$ cat src/rtl/pvi_pkg.sv
/*
 * Shared constants, types and helpers for the prioritized vectored
 * interrupt unit: register indices, field positions, reset values,
 * vector layout and sequencing counts.
 * Assumes a classic Wishbone master with 32-bit data and a CPU core
 * that reports instruction boundaries and the DI, EI and RETURN_FROM_IRQ_INSTR
 * instructions as one-cycle strobes.
 */
package pvi_pkg;

    // =====================================================================
    // register indices (byte address is four times the index)
    localparam logic [5:0]  IDX_GLOBAL_EN = 6'h20;
    localparam logic [5:0]  IDX_EP_EN     = 6'h21;
    localparam logic [5:0]  IDX_CPU_STAT  = 6'h22;
    localparam logic [5:0]  IDX_PENDING   = 6'h23;

    // =====================================================================
    // field layout and reset values
    localparam logic [7:0]  GIE_WR_MASK   = 8'h77;
    localparam logic [7:0]  EP_WR_MASK    = 8'h1F;
    localparam logic [7:0]  GIE_RST       = 8'h00;
    localparam logic [7:0]  EP_RST        = 8'h00;
    localparam int unsigned GIE_BIT_BUSRST = 0;
    localparam int unsigned GIE_BIT_T128   = 1;
    localparam int unsigned GIE_BIT_T1MS   = 2;
    localparam int unsigned GIE_BIT_DAC    = 4;
    localparam int unsigned GIE_BIT_GPIO   = 5;
    localparam int unsigned GIE_BIT_SERIAL = 6;
    localparam int unsigned STAT_BIT_GIE   = 2;
    localparam int unsigned STAT_BIT_PEND  = 7;

    // =====================================================================
    // vectors and sequencing
    localparam int unsigned NUM_VEC       = 12;
    localparam logic [13:0] VEC_BASE      = 14'h0002;
    localparam logic [3:0]  CALL_CYCLES   = 4'hA;
    localparam logic [3:0]  JMP_CYCLES    = 4'h5;

    typedef enum logic [1:0] {
        ST_IDLE,
        ST_WAIT_ACK,
        ST_CALL
    } pvi_state_t;

    // vector slot 0 is vector 1; slots two bytes apart
    function automatic logic [13:0] pviVecAddr(input logic [3:0] idx);
        pviVecAddr = VEC_BASE + {9'h000, idx, 1'b0};
    endfunction : pviVecAddr

endpackage : pvi_pkg

$ cat src/rtl/pvi_irq_unit.sv
/*
 * Prioritized vectored interrupt unit: pending flops, enable registers
 * on classic Wishbone, CPU global enable, and the take/CALL sequence.
 * Assumes source events are one-cycle pulses synchronous to clk, and a
 * CPU core that strobes instrDone at each instruction boundary and
 * answers takeIrq with irqAck once it is ready to be forced into CALL.
 */
// Register access over Wishbone is this design's own decision.
`timescale 1ns/1ps
module pvi_irq_unit
    import pvi_pkg::*;
(
    input  wire logic        clk,
    input  wire logic        rst,
    input  wire logic        ce,
    // wishbone slave
    input  wire logic        cyc_i,
    input  wire logic        stb_i,
    input  wire logic        we_i,
    input  wire logic [7:0]  adr_i,
    input  wire logic [3:0]  sel_i,
    input  wire logic [31:0] dat_i,
    output logic [31:0]      dat_o,
    output logic             ack_o,
    // interrupt sources
    input  wire logic        se0,
    input  wire logic        tmr128Evt,
    input  wire logic        tmr1msEvt,
    input  wire logic [4:0]  epEvt,
    input  wire logic        dacEvt,
    input  wire logic        gpioEvt,
    input  wire logic        parallelHostPortEn,
    input  wire logic        parallelHostPortEvt,
    input  wire logic        serialEvt,
    // cpu core
    input  wire logic        instrDone,
    input  wire logic        irqAck,
    input  wire logic        disableIrqInstr,
    input  wire logic        enableIrqInstr,
    input  wire logic        returnFromIrqInstr,
    input  wire logic [13:0] pcIn,
    input  wire logic        carryFlag,
    input  wire logic        zeroFlag,
    input  wire logic [15:0] stackPopData,
    output logic             takeIrq,
    output logic [13:0]      irqVector,
    output logic             callBusy,
    output logic             stackPush,
    output logic [15:0]      stackPushData,
    output logic             pcLoad,
    output logic             restoreStrobe,
    output logic [13:0]      restorePc,
    output logic             restoreCarry,
    output logic             restoreZero,
    output logic             globalIrqSense,
    output logic             irqPendingSense
);

    // =====================================================================
    // state
    typedef struct packed {
        logic [7:0]         gieEn;
        logic [7:0]         epEn;
        logic [NUM_VEC-1:0] pending;
        logic               gie;
        pvi_state_t         state;
        logic [3:0]         idx;
        logic [3:0]         cnt;
        logic               ack;
        logic [31:0]        datO;
        logic               take;
        logic [13:0]        vector;
        logic               busy;
        logic               push;
        logic [15:0]        pushData;
        logic               load;
        logic               restore;
        logic [15:0]        restoreData;
        logic               pendSense;
    } pvi_main_t;

    localparam pvi_main_t RST_STATE = '{
        gieEn:       GIE_RST,
        epEn:        EP_RST,
        pending:     '0,
        gie:         1'b0,
        state:       ST_IDLE,
        idx:         4'h0,
        cnt:         4'h0,
        ack:         1'b0,
        datO:        32'h0000_0000,
        take:        1'b0,
        vector:      14'h0000,
        busy:        1'b0,
        push:        1'b0,
        pushData:    16'h0000,
        load:        1'b0,
        restore:     1'b0,
        restoreData: 16'h0000,
        pendSense:   1'b0
    };

    pvi_main_t          r;
    pvi_main_t          s;

    logic               busRstPulse;
    logic               gpioSrc;
    logic [NUM_VEC-1:0] setVec;
    logic [NUM_VEC-1:0] enVec;
    logic [NUM_VEC-1:0] reqVec;
    logic [NUM_VEC-1:0] clrVec;
    logic               anyReq;
    logic [3:0]         pickIdx;
    logic               wbReq;
    logic               wbWrite;
    logic [5:0]         regIdx;

    // =====================================================================
    // source shaping and priority
    pvi_se0_end u_se0_end (
        .clk      (clk),
        .rst      (rst),
        .ce       (ce),
        .se0      (se0),
        .endPulse (busRstPulse)
    );

    pvi_prio_pick u_prio_pick (
        .req (reqVec),
        .any (anyReq),
        .idx (pickIdx)
    );

    // host port takes over the general pin slot entirely
    assign gpioSrc = parallelHostPortEn ? parallelHostPortEvt : gpioEvt;

    // slot order: bus reset, 128us, 1ms, A0, A1, A2, B0, B1, reserved,
    // analog, general, serial
    assign setVec = {serialEvt, gpioSrc, dacEvt, 1'b0, epEvt,
                     tmr1msEvt, tmr128Evt, busRstPulse};

    assign enVec = {r.gieEn[GIE_BIT_SERIAL],
                    r.gieEn[GIE_BIT_GPIO],
                    r.gieEn[GIE_BIT_DAC],
                    1'b0,
                    r.epEn[4:0],
                    r.gieEn[GIE_BIT_T1MS],
                    r.gieEn[GIE_BIT_T128],
                    r.gieEn[GIE_BIT_BUSRST]};

    assign reqVec = r.pending & enVec;

    // =====================================================================
    // bus decode
    assign wbReq   = cyc_i & stb_i & ~r.ack;
    // write lands on the edge where the master sees ack, not before
    assign wbWrite = cyc_i & stb_i & we_i & sel_i[0] & r.ack;
    assign regIdx  = adr_i[7:2];

    // =====================================================================
    // next state
    always_comb begin
        s         = r;
        clrVec    = '0;
        s.take    = 1'b0;
        s.push    = 1'b0;
        s.load    = 1'b0;
        s.restore = 1'b0;

        // one-cycle ack; unmapped reads return zero, writes dropped
        s.ack  = wbReq;
        s.datO = 32'h0000_0000;
        if (wbReq && !we_i) begin
            unique case (regIdx)
                IDX_GLOBAL_EN: s.datO[7:0] = r.gieEn;
                IDX_EP_EN:     s.datO[7:0] = r.epEn;
                IDX_CPU_STAT: begin
                    s.datO[STAT_BIT_GIE]  = r.gie;
                    s.datO[STAT_BIT_PEND] = |r.pending;
                end
                IDX_PENDING:   s.datO[NUM_VEC-1:0] = r.pending;
                default:       s.datO = 32'h0000_0000;
            endcase
        end
        if (wbWrite && regIdx == IDX_GLOBAL_EN) begin
            s.gieEn = dat_i[7:0] & GIE_WR_MASK;
        end
        if (wbWrite && regIdx == IDX_EP_EN) begin
            s.epEn = dat_i[7:0] & EP_WR_MASK;
        end

        // cpu global enable: DI and EI touch only this bit; RETURN_FROM_IRQ_INSTR also strobes the restore
        if (disableIrqInstr) begin
            s.gie = 1'b0;
        end
        if (enableIrqInstr) begin
            s.gie = 1'b1;
        end
        if (returnFromIrqInstr) begin
            s.gie         = 1'b1;
            s.restore     = 1'b1;
            s.restoreData = stackPopData;
        end

        unique case (r.state)
            ST_IDLE: begin
                // sampled only at a boundary, never mid instruction
                if (instrDone && r.gie && anyReq) begin
                    s.gie    = 1'b0; // first step of the take
                    s.take   = 1'b1;
                    s.idx    = pickIdx;
                    s.vector = pviVecAddr(pickIdx);
                    s.state  = ST_WAIT_ACK;
                end
            end
            ST_WAIT_ACK: begin
                if (irqAck) begin
                    clrVec   = NUM_VEC'(12'h001 << r.idx);
                    s.push   = 1'b1;
                    s.pushData = {zeroFlag, carryFlag, pcIn};
                    s.busy   = 1'b1;
                    s.cnt    = CALL_CYCLES - 4'h1;
                    s.state  = ST_CALL;
                end
            end
            ST_CALL: begin
                if (r.cnt == 4'h0) begin
                    s.busy  = 1'b0;
                    s.load  = 1'b1; // forced CALL lands on vector
                    s.state = ST_IDLE;
                end else begin
                    s.cnt = r.cnt - 4'h1;
                end
            end
            default: begin
                s.state = ST_IDLE;
            end
        endcase

        // set beats clear so an event in the clearing cycle survives;
        // masking never touches the flops
        s.pending   = (r.pending & ~clrVec) | setVec;
        s.pendSense = |s.pending;
    end

    // =====================================================================
    // registers
    always_ff @(posedge clk) begin
        if (rst) begin
            r <= RST_STATE; // enables cleared, all sources off
        end else if (ce) begin
            r <= s;
        end
    end

    // =====================================================================
    // outputs, all straight from flops
    assign ack_o           = r.ack;
    assign dat_o           = r.datO;
    assign takeIrq         = r.take;
    assign irqVector       = r.vector;
    assign callBusy        = r.busy;
    assign stackPush       = r.push;
    assign stackPushData   = r.pushData;
    assign pcLoad          = r.load;
    assign restoreStrobe   = r.restore;
    assign restorePc       = r.restoreData[13:0];
    assign restoreCarry    = r.restoreData[14];
    assign restoreZero     = r.restoreData[15];
    assign globalIrqSense  = r.gie;
    assign irqPendingSense = r.pendSense;

endmodule : pvi_irq_unit

$ cat src/rtl/pvi_se0_end.sv
/*
 * Bus reset event shaper: one-cycle pulse when a single-ended-zero
 * condition ends.
 * Assumes se0 is synchronous to clk and already qualified as a bus
 * reset by the receiver logic.
 */
`timescale 1ns/1ps
module pvi_se0_end
    import pvi_pkg::*;
(
    input  wire logic clk,
    input  wire logic rst,
    input  wire logic ce,
    input  wire logic se0,
    output logic      endPulse
);

    // =====================================================================
    // state
    typedef struct packed {
        logic prev;
        logic pulse;
    } pvi_se0_t;

    pvi_se0_t r;
    pvi_se0_t s;

    always_comb begin
        s       = r;
        s.prev  = se0;
        s.pulse = r.prev & ~se0; // falling edge only
    end

    always_ff @(posedge clk) begin
        if (rst) begin
            r <= '0;
        end else if (ce) begin
            r <= s;
        end
    end

    assign endPulse = r.pulse;

endmodule : pvi_se0_end

$ cat src/rtl/pvi_prio_pick.sv
/*
 * Fixed-priority picker over the twelve vector slots.
 * Assumes slot 0 is vector 1 and slot 11 is vector 12.
 */
`timescale 1ns/1ps
module pvi_prio_pick
    import pvi_pkg::*;
(
    input  wire logic [NUM_VEC-1:0] req,
    output logic                    any,
    output logic [3:0]              idx
);

    // =====================================================================
    // lowest slot wins
    always_comb begin
        any = 1'b0;
        idx = 4'h0;
        for (int i = NUM_VEC - 1; i >= 0; i--) begin
            if (req[i]) begin
                any = 1'b1;
                idx = 4'(i); // lower number overrides
            end
        end
    end

endmodule : pvi_prio_pick

$ cat config.mk
export PLATFORM = sky130hd
export DESIGN_NAME = pvi_irq_unit
export DESIGN_NICKNAME = d
export VERILOG_FILES = /design/src/rtl/pvi_pkg.sv /design/src/rtl/pvi_irq_unit.sv /design/src/rtl/pvi_se0_end.sv /design/src/rtl/pvi_prio_pick.sv
export SDC_FILE = /design/constraint.sdc
export NUM_CORES = 1
export LEC_CHECK = 0
export ABC_CLOCK_PERIOD_IN_PS = 4200
export BUFFER_PORTS_ARGS = -buffer_cell sky130_fd_sc_hd__buf_2
export CORE_ASPECT_RATIO = 1.25
export CORE_UTILIZATION = 45
export CTS_BUF_LIST = sky130_fd_sc_hd__clkbuf_8
export DETAILED_ROUTE_END_ITERATION = 8
export PLACE_DENSITY = 0.73
export SLEW_MARGIN = 20
export SYNTH_ARGS = -nofsm -noshare
export SYNTH_HDL_FRONTEND = slang
export SYNTH_SLANG_ARGS = --single-unit
$ cat constraint.sdc
create_clock -name clk -period 4.2 [get_ports clk]
set_input_delay 0.42 -clock clk [delete_from_list [all_inputs] [get_ports clk]]
set_output_delay 0.42 -clock clk [all_outputs]
set_load 0.02 [all_outputs]
---- Yosys cells after proc, flatten, opt, wreduce, memory -nomap -nowiden ----
Cells that the tools add are included.
word-level totals
  register bits after elaboration ......... 121
operators by class
  $add $sub $neg .......................... 2
  equal/unequal tests ..................... 10
  shift-type cells ........................ 1
  mux-type cells .......................... 53
  bitwise logic cells ..................... 12
  reductions and logical operators ........ 19
operators by type and width
  operator                                                             number
  4-bit two-way mux                                                    15
  12-bit two-way mux                                                   3
  17-bit two-way mux                                                   2
  15-bit two-way mux                                                   2
  12-bit bitwise AND                                                   2
  6-bit equality test (second input constant)                          4
  12-bit OR reduction                                                  2
  1-bit two-way mux                                                    20
  18-bit two-way mux                                                   1
  12-bit inverter                                                      1
  12-bit bitwise OR                                                    1
  2-bit case mux with 3 select lines                                   2
  4-bit case mux with 3 select lines                                   1
  4-bit AND reduction                                                  3
  1-bit by 4-bit << shifter with 12-bit output (first input constant)  1
  2-bit != test (second input constant)                                4
  4-bit case mux with 2 select lines                                   1
  7-bit two-way mux                                                    1
  2-bit by 5-bit adder with 6-bit output (first input constant)        1
  1-bit bitwise AND                                                    6
  2-bit AND reduction                                                  3
  3-bit AND reduction                                                  2
  1-bit logical AND                                                    5
  4-bit logical NOT                                                    1
  other kinds (10)                                                     13

---- Longest topological paths before layout ----
Gate-level depths: netlist (run 1).
  word-level depth ........................ 16
  mapped depth ............................ 7

---- Cells and area by module ----
A second synthesis (run 1) with hierarchy kept.
unflattened totals
  cells, all modules ...................... 569
  area total of the unflattened synthesis .. 4598.2 sq um
modules (own cells, without submodules)
  module         instances  cells an instance  area an instance (sq um)  seq. area each (sq um)
  pvi_irq_unit   1          540                4393.0                    1801.7
  pvi_prio_pick  1          22                 128.9                     0.0
  pvi_se0_end    1          7                  76.3                      40.0

---- Worst setup path before layout (run 1) ----
Ideal clock, no wire load.
  path kind ............................... input port to flip-flop
  from .................................... input adr_i[5]
  to ...................................... register r, in the netlist enVec[6]
  setup time .............................. 0.128 ns
  arrival time ............................ 1.545 ns
  path slack .............................. 2.527 ns
  stages .................................. 6
  cells stage by stage .................... nor4b_2 and4_1 and4_1 buf_4 mux2i_1 nor2_1
on the way
  longest elaborated chain between the ends .. 3
RTL lines
  element                        line                 RTL
  from (decl)                    pvi_irq_unit.sv:20   input wire logic [7:0] adr_i,
  6-bit equality test            pvi_irq_unit.sv:188  if (wbWrite && regIdx == IDX_EP_EN) begin
  1-bit logical AND              pvi_irq_unit.sv:188
  2-bit AND reduction (no line)  --
  to (signal assigned)           pvi_irq_unit.sv:252  r <= s;
  to (decl)                      pvi_irq_unit.sv:103  pvi_main_t r;
No other way between the ends.
A chain may end at the register's enable or synchronous reset.

---- Worst setup path in the final report (run 1) ----
  from .................................... register r[93] (netlist bit)
  to ...................................... register r, in the netlist irqPendingSense
on the way
  longest elaborated chain between the ends .. 6
RTL lines
  element                                         line                 RTL
  2-bit by 1-bit equality test with 1-bit output  pvi_irq_unit.sv:205  unique case (r.state)
  12-bit two-way mux                              pvi_irq_unit.sv:205
  12-bit inverter                                 pvi_irq_unit.sv:242  s.pending = (r.pending & ~clrVec) | setVec;
  12-bit bitwise AND                              pvi_irq_unit.sv:242
  12-bit bitwise OR                               pvi_irq_unit.sv:242
  12-bit OR reduction                             pvi_irq_unit.sv:243  s.pendSense = |s.pending;
No other way between the ends.

==> metrics, run 1 <==
status finished clean; Fillers between 900 and 1,000; most frequent cell after synthesis nand2_1; Crit path required time approximately 4.4 ns; Antenna Cells 0; sw power between 0.4 and 0.5 mW; dominant cell type by area after synthesis dfxtp_1; nets 730; Seq cells post-synth slightly above 90; Syn Inst Count roughly 570; hold crit path type in -> reg; max incr delay on CP between 0.6 and 0.7 ns; DRT antenna net count 0; CP Max Fanout 17; RSZ-0062 raised after global routing false; final setup skew between 0.006 and 0.007 ns; Synth async-reset ratio 0; TNS Setup 0 ns; GR Overflow Total 0; cell mode on critical path a31oi_1; Final Non-Filler Cells about 760; area of the mapped netlist ~0.0046 mm2; share of layout cells above drive strength 1 0.2405; setup bufs post-CTS 0; Worst-Margin Slew 1.003 ns; Post-DP HPWL about 8.1 mm; Clk pwr share 0.378; r2r setup slk around 2.2 ns; DIE HEIGHT around 120 um; final setup violation count 0; Pleak about 2.2 nW; cts hold-fix bufs 0; DR vias 4,013; GRT Total Usage 0.2113; final instance area approximately 0.005 mm2; CP Class reg -> reg; Internal Dissipation roughly 1.3 mW; Relative slew margins 0.3316; register clock-pin slew on the reported worst setup and hold paths 0.09 ns; area of the multi-input gates about 0.0022 mm2; DR pass1 iterations 6; dpl cells between 700 and 800; clock sink count 92; Syn Area/Cell between 8 and 9 um2; largest cells by area after synthesis dfxtp_1, buf_4, nand2_1; Top Family by Delay on Critical Path compound AO/OA/AOI/OAI gates; CTS HTree Levels 3; f_max ~510 MHz; Max stage delay cell, worst path dfxtp_1; min cycle time layout 1.953 ns; Cell Rows 40; initial antenna violation count 0; Clock Latency Late Sink 0.36 ns; Post-synth EDFFs 0; die area 0.01067 mm2; CP Buf/Inv Count 0; YS warnings 0; Power Dens Cells roughly 340 mW/mm2; Detailed Route WL roughly 11 mm; initial DRC count between 200 and 300; CTS Root Cell clkbuf_8; post-synthesis sequential area ratio 0.3991; PortBufs roughly 130; critical path data arrival time 2.20 ns; crit end category register; combinational share of power 0.093; gpl congestion about 0.92; Final period util 0.4650; Reg power frac 0.529; VDD IR max 0.0001986 V; setup ws final ~2.2 ns; CTS Buf Count 9; # DRC 0; Fin. Hold Viols 0; total power roughly 1.7 mW; first-pass GRT wire length approximately 17 mm; Synth top cells by count nand2_1, dfxtp_1, buf_4; Post-Place Cell Area around 0.0048 mm2; largest net degree at the start of global routing 55; total area of sequential cells approximately 0.0018 mm2; number of global-route vias before repair about 3,600; worst slack at placement between 2 and 2.5 ns; Slew Limit Fails 0; Max Cap Viol 0; IO Pins around 190; Die Span X roughly 93 um; crit path cell chain nor2b_1, a31oi_1, a2111oi_2, o2111a_1, a31oi_1; TritonCTS clock tree yes; fin util 0.5134; Routed wire per std cell 14.65 um; via/cell ratio ~5.3; switching share of power 0.2496; core area 0.009809 mm2; Layout area overhead 9.138%; post-cts repair resize count 0; ys flop type dfxtp_1; initial core utilization 0.4704; Max clock buf depth 2; Synth cell types 56; Yosys top cell area share 0.3991; Fin Hold WS approximately 0.29 ns; CP Launch Type register
flip-flops by register name (all words and copies together) (netlist names), 5 cells and up:
name / flops
stackPushData: 16
restorePc: 14
enVec: 11
irqVector: 5
r: 22
dat_o: 12
per-layer routing:
metal	wire, um	GRT usage	up-vias
met3	445	0.02646	23
met5	0	0	-
met2	5770	0.3793	128
li1	-	-	1963
met1	4551	0.2436	1899
met4	333	0.1135	0
worst min-delay path, stage by stage:
cell and delay [ns]:
buf_2 0.09, nand2_1 0.04, a21oi_1 0.05
cells in the final DEF (no fill, tap or decap), types with 4 or more instances in the layout:
| cell type | netlist | layout |
|---|---|---|
| o21ai_0 | 15 | 15 |
| a21oi_1 | 59 | 59 |
| mux2i_1 | 21 | 21 |
| nand4_1 | 4 | 4 |
| buf_2 | 3 | 126 |
| nor3_1 | 6 | 6 |
| nand2_1 | 97 | 97 |
| a211oi_1 | 6 | 6 |
| nor2b_1 | 7 | 7 |
| dfxtp_1 | 92 | 92 |
| a22oi_1 | 11 | 11 |
| inv_1 | 6 | 7 |
| nand3_1 | 11 | 11 |
| conb_1 | 1 | 29 |
| a22o_1 | 7 | 7 |
| nor2_1 | 57 | 57 |
| and2_1 | 6 | 6 |
| clkbuf_8 | 0 | 10 |
logic make-up after synthesis:
group / Yosys count / synth area share
simple gates: 211 / 0.2123
xor+xnor: 3 / 0.005695
mux: 23 / 0.05287
fa+ha+maj: 2 / 0.005422
other cells: 1 / 0.0008127
compound gates: 123 / 0.1668
buf+inv: 111 / 0.1570
flops: 92 / 0.3991
worst paths after layout:
check / start / to / cells after the start
setup / recovery: r[93] / irqPendingSense / 5
hold / removal: stackPopData[3] / restorePc[3] / 3
hold reg to reg: restorePc[8] / restorePc[8] / 2
setup reg to reg: r[93] / irqPendingSense / 5
power groups by stage:
stage	registers, mW	logic (mW)	clock network [mW]
3_5_place_dp	0.931	0.159	0
5_1_grt	0.914	0.175	0.695
2_1_floorplan	0.926	0.126	0
3_3_place_gp	0.930	0.156	0
6_report	0.911	0.160	0.650
4_1_cts	0.910	0.160	0.670
final cells by class:
class / instances / share of cell area
sequential: 92 / 0.3657
clock inverter: 5 / 0.01540
inverter: 6 / 0.004472
clock buffer: 10 / 0.02733
timing repair buffer: 128 / 0.1282
tap: 126 / 0.03130
multi-input combinational: 391 / 0.4276
(Power assumes the default switching activity.)
==> run 2, diff against run 1 <==
Settings changed: ABC_CLOCK_PERIOD_IN_PS 4200 to 1740, PLACE_DENSITY 0.73 to 0.76.
Clock period 4.2 ns to 1.74 ns, I/O delays scaled along.
==> run 2 against run 1 <==
  * First-iteration DRC count fell by 35%
  * Clock-buffer cell count rose by 1
  * Clock power rose to 2.8 times the previous value
  * Wire length rose by 4.8%
  * Setup slack got worse by 2.2 ns
  * Total power rose to 2.6 times the previous value
  * Sequential power rose by 140%
  * Die area did not move
  * Non-clock buffer count rose by 43
  * Cell count rose by 5.8%
  * Hold slack got worse by 0.25 ns
  * Core utilization rose by 4.7 points
  * Critical path type unchanged
  * Critical endpoint unchanged
  * Largest power group unchanged
==> metrics, run 2 (synthesis gave the netlist of run 1 again) <==
worst slack at placement about 0.032 ns; number of global-route vias before repair between 3,000 and 4,000; min cycle time layout approximately 1.6 ns; critical path data arrival time roughly 1.9 ns; sw power 1.075 mW; total power 4.434 mW; total area of sequential cells ~0.0018 mm2; TritonCTS clock tree yes; CP Launch Type register; Internal Dissipation about 3.4 mW; initial DRC count ~170; core area between 0.009 and 0.01 mm2; Layout area overhead 19.12%; DIE HEIGHT around 120 um; r2r setup slk about 0.091 ns; combinational share of power 0.104; Max Cap Viol 0; fin util 0.5603; share of layout cells above drive strength 1 0.3107; Biggest register r; die area 0.01067 mm2; DR vias a little over 4,000; max incr delay on CP 0.39 ns; switching share of power 0.2423; HP Start stackPopData[3]; Clock Latency Late Sink ~0.36 ns; cts hold-fix bufs 0; CP Class reg -> reg; GR Overflow Total 0; Fin. Hold Viols 0; Fillers around 890; # DRC 0; Worst-Margin Slew approximately 0.55 ns; initial core utilization 0.4704; status finished clean; Crit path required time slightly below 2 ns; Clk pwr share 0.404; Antenna Cells 0; Slew Limit Fails 0; dpl cells approximately 790; DRT antenna net count 0; crit end category register; register clock-pin slew on the reported worst setup and hold paths roughly 0.09 ns; Pleak about 2.4 nW; Top Family by Delay on Critical Path compound AO/OA/AOI/OAI gates; Final Non-Filler Cells 802; Post-DP HPWL 8.832 mm; Fin Hold WS 0.04032 ns; CP Max Fanout 4; largest net degree at the start of global routing 27; Detailed Route WL 11.64 mm; PortBufs 126; hold crit path type in -> reg; Max clock buf depth 2; CTS HTree Levels 3; Relative slew margins 0.6335; GRT Total Usage 0.2186; clock sink count 92; Crit. path cell count 5; Setup crit end irqPendingSense; Max stage delay cell, worst path a2111oi_4; area of the multi-input gates approximately 0.0022 mm2; Final period util 0.9475; CTS Root Cell clkbuf_8; Reg power frac 0.492; CP Buf/Inv Count 0; VDD IR max 0.0004454 V; Power Dens Cells just over 800 mW/mm2; via/cell ratio about 5.2; first-pass GRT wire length between 15 and 20 mm; gpl congestion 0.9582; IO Pins 186; CTS Buf Count 9; Largest register FFs 22; CP startpoint r[92]; final setup violation count 0; Cell Rows 40; setup ws final between 0.09 and 0.1 ns; DR pass1 iterations 4; RSZ-0062 raised after global routing true; R2R depth 5; f_max around 610 MHz; Routed wire per std cell between 10 and 15 um; final setup skew between 0.007 and 0.008 ns; nets approximately 770; Die Span X just over 90 um; most common library cell in the layout ignoring fill and taps buf_2; Reg-to-Reg Start r[92]; initial antenna violation count 0; crit path cell chain nor3b_4, nand4_2, a2111oi_4, o2111a_1, a31oi_1; commonest non-fill, non-tap cells in the layout buf_2, nand2_1, dfxtp_1; reg2reg end irqPendingSense
## run 2: worst min-delay path by stage
stage | endpoint | slack, ns | cells after the start
3_3_place_gp | enVec[11] | 0.41 | 3
5_1_grt | stackPushData[7] | 0.04 | 3
6_report | restorePc[3] | 0.04 | 3
4_1_cts | restoreCarry | 0.03 | 3
2_1_floorplan | restorePc[0] | 0.31 | 2
3_5_place_dp | enVec[6] | 0.42 | 3
## run 2: worst register-to-register path: stages (launching register included)
cell,delay (ns)
dfxtp_1,0.37
nor3b_4,0.28
nand4_2,0.18
a2111oi_4,0.39
o2111a_1,0.23
a31oi_1,0.08
## run 2: area by class of cell
class	instances	area share
Timing Repair Buffer	171	0.1830
Tap cell	126	0.02868
Clock buffer	11	0.02754
Inverter	6	0.004097
Sequential cell	92	0.3362
Clock inverter	5	0.01935
Multi-Input combinational cell	391	0.4011
## run 2: repair_timing
action / 4_1_cts / 5_1_grt
endpoints found under the setup margin: 0 / 6
gates resized for setup: 0 / 14
setup buffers: 0 / 1
## run 2: stage by stage
| step | cell area, um2 | setup TNS [ns] |
|---|---|---|
| CTS | 5431 | 0 |
| floorplan | 4720 | 0 |
| global placement | 5174 | 0 |
| finish | 5497 | 0 |
| detailed placement | 5174 | 0 |
| global route | 5497 | -0.01170 |
## run 2: power groups by stage
stage	clock network (mW)	logic [mW]	registers [mW]
2_1_floorplan	0	0.304	2.24
3_3_place_gp	0	0.445	2.23
3_5_place_dp	0	0.451	2.23
4_1_cts	1.82	0.453	2.18
5_1_grt	1.91	0.502	2.19
6_report	1.79	0.460	2.18
## run 2: layer usage
| layer | vias to the layer above | wire [um] | global-route usage |
|---|---|---|---|
| met1 | 1919 | 5072 | 0.2595 |
| met5 | - | 0 | 0 |
| met3 | 23 | 410 | 0.02844 |
| met2 | 131 | 5846 | 0.3896 |
| met4 | 0 | 305 | 0.1021 |
| li1 | 2061 | - | - |
==> run 3, diff against run 2 <==
Settings changed: CTS_CLUSTER_DIAMETER set to 200, CTS_CLUSTER_SIZE set to 28, GPL_TIMING_DRIVEN set to 0.
==> run 3 against run 2 <==
  * Critical path depth rose by 1
  * Via count rose by 7.8%
  * Setup slack got worse by 0.023 ns
  * Combinational power rose by 7.4%
  * Cell count rose by 8.1%
  * Maximum frequency fell by 1.3%
==> metrics, run 3 (synthesis gave the netlist of run 1 again) <==
status finished clean; number of global-route vias before repair ~4,200; Pleak 2.698 nW; register clock-pin slew on the reported worst setup and hold paths ~0.090 ns; core area 0.009809 mm2; Relative slew margins 0.5017; Biggest register r; largest net degree at the start of global routing 14; HP Start stackPopData[7]; Crit path required time between 1.5 and 2 ns; crit end category register; GR Util met3 0.03175; most common library cell in the layout ignoring fill and taps buf_2; GR Overflow Total 0; Routed wire per std cell 14.69 um; CP Class reg -> reg; initial DRC count 220; R2R depth 6; initial antenna violation count 0; Fin. Hold Viols 0; Antenna Cells 0; share of layout cells above drive strength 1 0.3630; commonest non-fill, non-tap cells in the layout buf_2, nand2_1, buf_4; Max Cap Viol 0; Worst-Margin Slew 0.7475 ns; cts hold-fix bufs 0; hold crit path type in -> reg; initial core utilization 0.4704; Reg-to-Reg Start r[98]; first-pass GRT wire length 19.69 mm; CTS Root Cell clkbuf_8; IO Pins roughly 190; Clock Latency Late Sink around 0.37 ns; Slew Limit Fails 0; f_max roughly 600 MHz; GR peak layer met2; final setup violation count 0; Cell Rows 40; nets between 800 and 900; clock sink count 92; total power 4.084 mW; Post-DP HPWL between 9 and 10 mm; critical path data arrival time 1.91 ns; gpl congestion between 0.9 and 1; DIE HEIGHT ~120 um; GRT Total Usage 0.2397; CTS Buf Count 9; hold endpoint restorePc[7]; reg2reg end r[89]; Detailed Route WL approximately 13 mm; Final period util 0.9604; Largest register FFs 22; CP Launch Type register; DR vias ~4,500; fin util 0.6009; CP Max Fanout 6; PortBufs roughly 120; hold path depth 3; final setup skew between 0.01 and 0.015 ns; Power Dens Cells 692.8 mW/mm2; DRT antenna net count 0; min cycle time layout 1.671 ns; # DRC 0; met2 usage 0.4395; Max clock buf depth 2; Die Span X about 90 um; Fillers between 900 and 1,000; die area 0.01067 mm2; TritonCTS clock tree yes; r2r setup slk about 0.069 ns; CTS HTree Levels 3; VDD IR max roughly 0.00033 V; DR pass1 iterations 5; Layout area overhead 27.74%; via/cell ratio 5.138; met1 Usage GRT 0.2653
==> run 3: final cells by class <==
type                            instances  area [um2]  share of cell area
Buffer                                104       695.7              0.1180
Timing Repair Buffer                  133       688.2              0.1167
Multi-Input combinational cell        391        2276              0.3861
Inverter                                6       22.52            0.003821
Clock buffer                           10       137.6             0.02335
Clock inverter                          5       46.29            0.007854
Sequential cell                        92        1871              0.3173
Tap cell                              126       157.7             0.02675
==> run 3: stage by stage <==
stage                     setup slack [ns]  std cells   TNS, ns  hold WS [ns]  cell area [um2]
after floorplan                     0.1567        594         0        0.3100             4720
after global routing             -0.007241        867  -0.01212       0.04612             5894
after CTS                         0.002899        865         0       0.03286             5788
final                              0.06887        867         0       0.03415             5894
after detailed placement           -0.2137        844    -2.946        0.4221             5498
after global placement             -0.1460        844    -1.518        0.4071             5498
==> run 3: worst max-delay path by stage <==
stage	from	to	cells past startpoint
detailed placement	r[93]	stackPushData[15]	5
CTS	r[94]	irqPendingSense	6
global placement	r[94]	irqPendingSense	6
floorplan	r[105]	irqVector[3]	6
finish	r[98]	r[89]	6
global route	r[93]	irqPendingSense	5
==> run 3: power by group <==
part,leakage [nW],switching [mW],internal (mW)
Sequential,0.753,0.0561,2.14
Clock,0.106,0.712,0.678
Combinational,1.84,0.286,0.208
Total,2.70,1.05,3.03
==> run 3: what timing repair did <==
| item | CTS | global route |
|---|---|---|
| setup buffers | 6 | 3 |
| endpoints found under the hold margin | 0 | 0 |
| pin swaps | 3 | 9 |
| setup endpoints to repair | 19 | 27 |
| gates resized for setup | 15 | 31 |
==> run 3: worst max-delay path, stage by stage, from the launching register on <==
cell	delay, ns
dfxtp_1	0.38
a22o_1	0.30
nor4_4	0.36
a21oi_4	0.11
buf_4	0.16
mux2i_1	0.16
nor2_1	0.06
==> run 3: per-layer routing <==
| metal | routed length [um] | part of all wire |
|---|---|---|
| met3 | 600 | 0.047 |
| met5 | 0 | 0 |
| met1 | 5157 | 0.40 |
| met2 | 6502 | 0.51 |
| met4 | 476 | 0.037 |
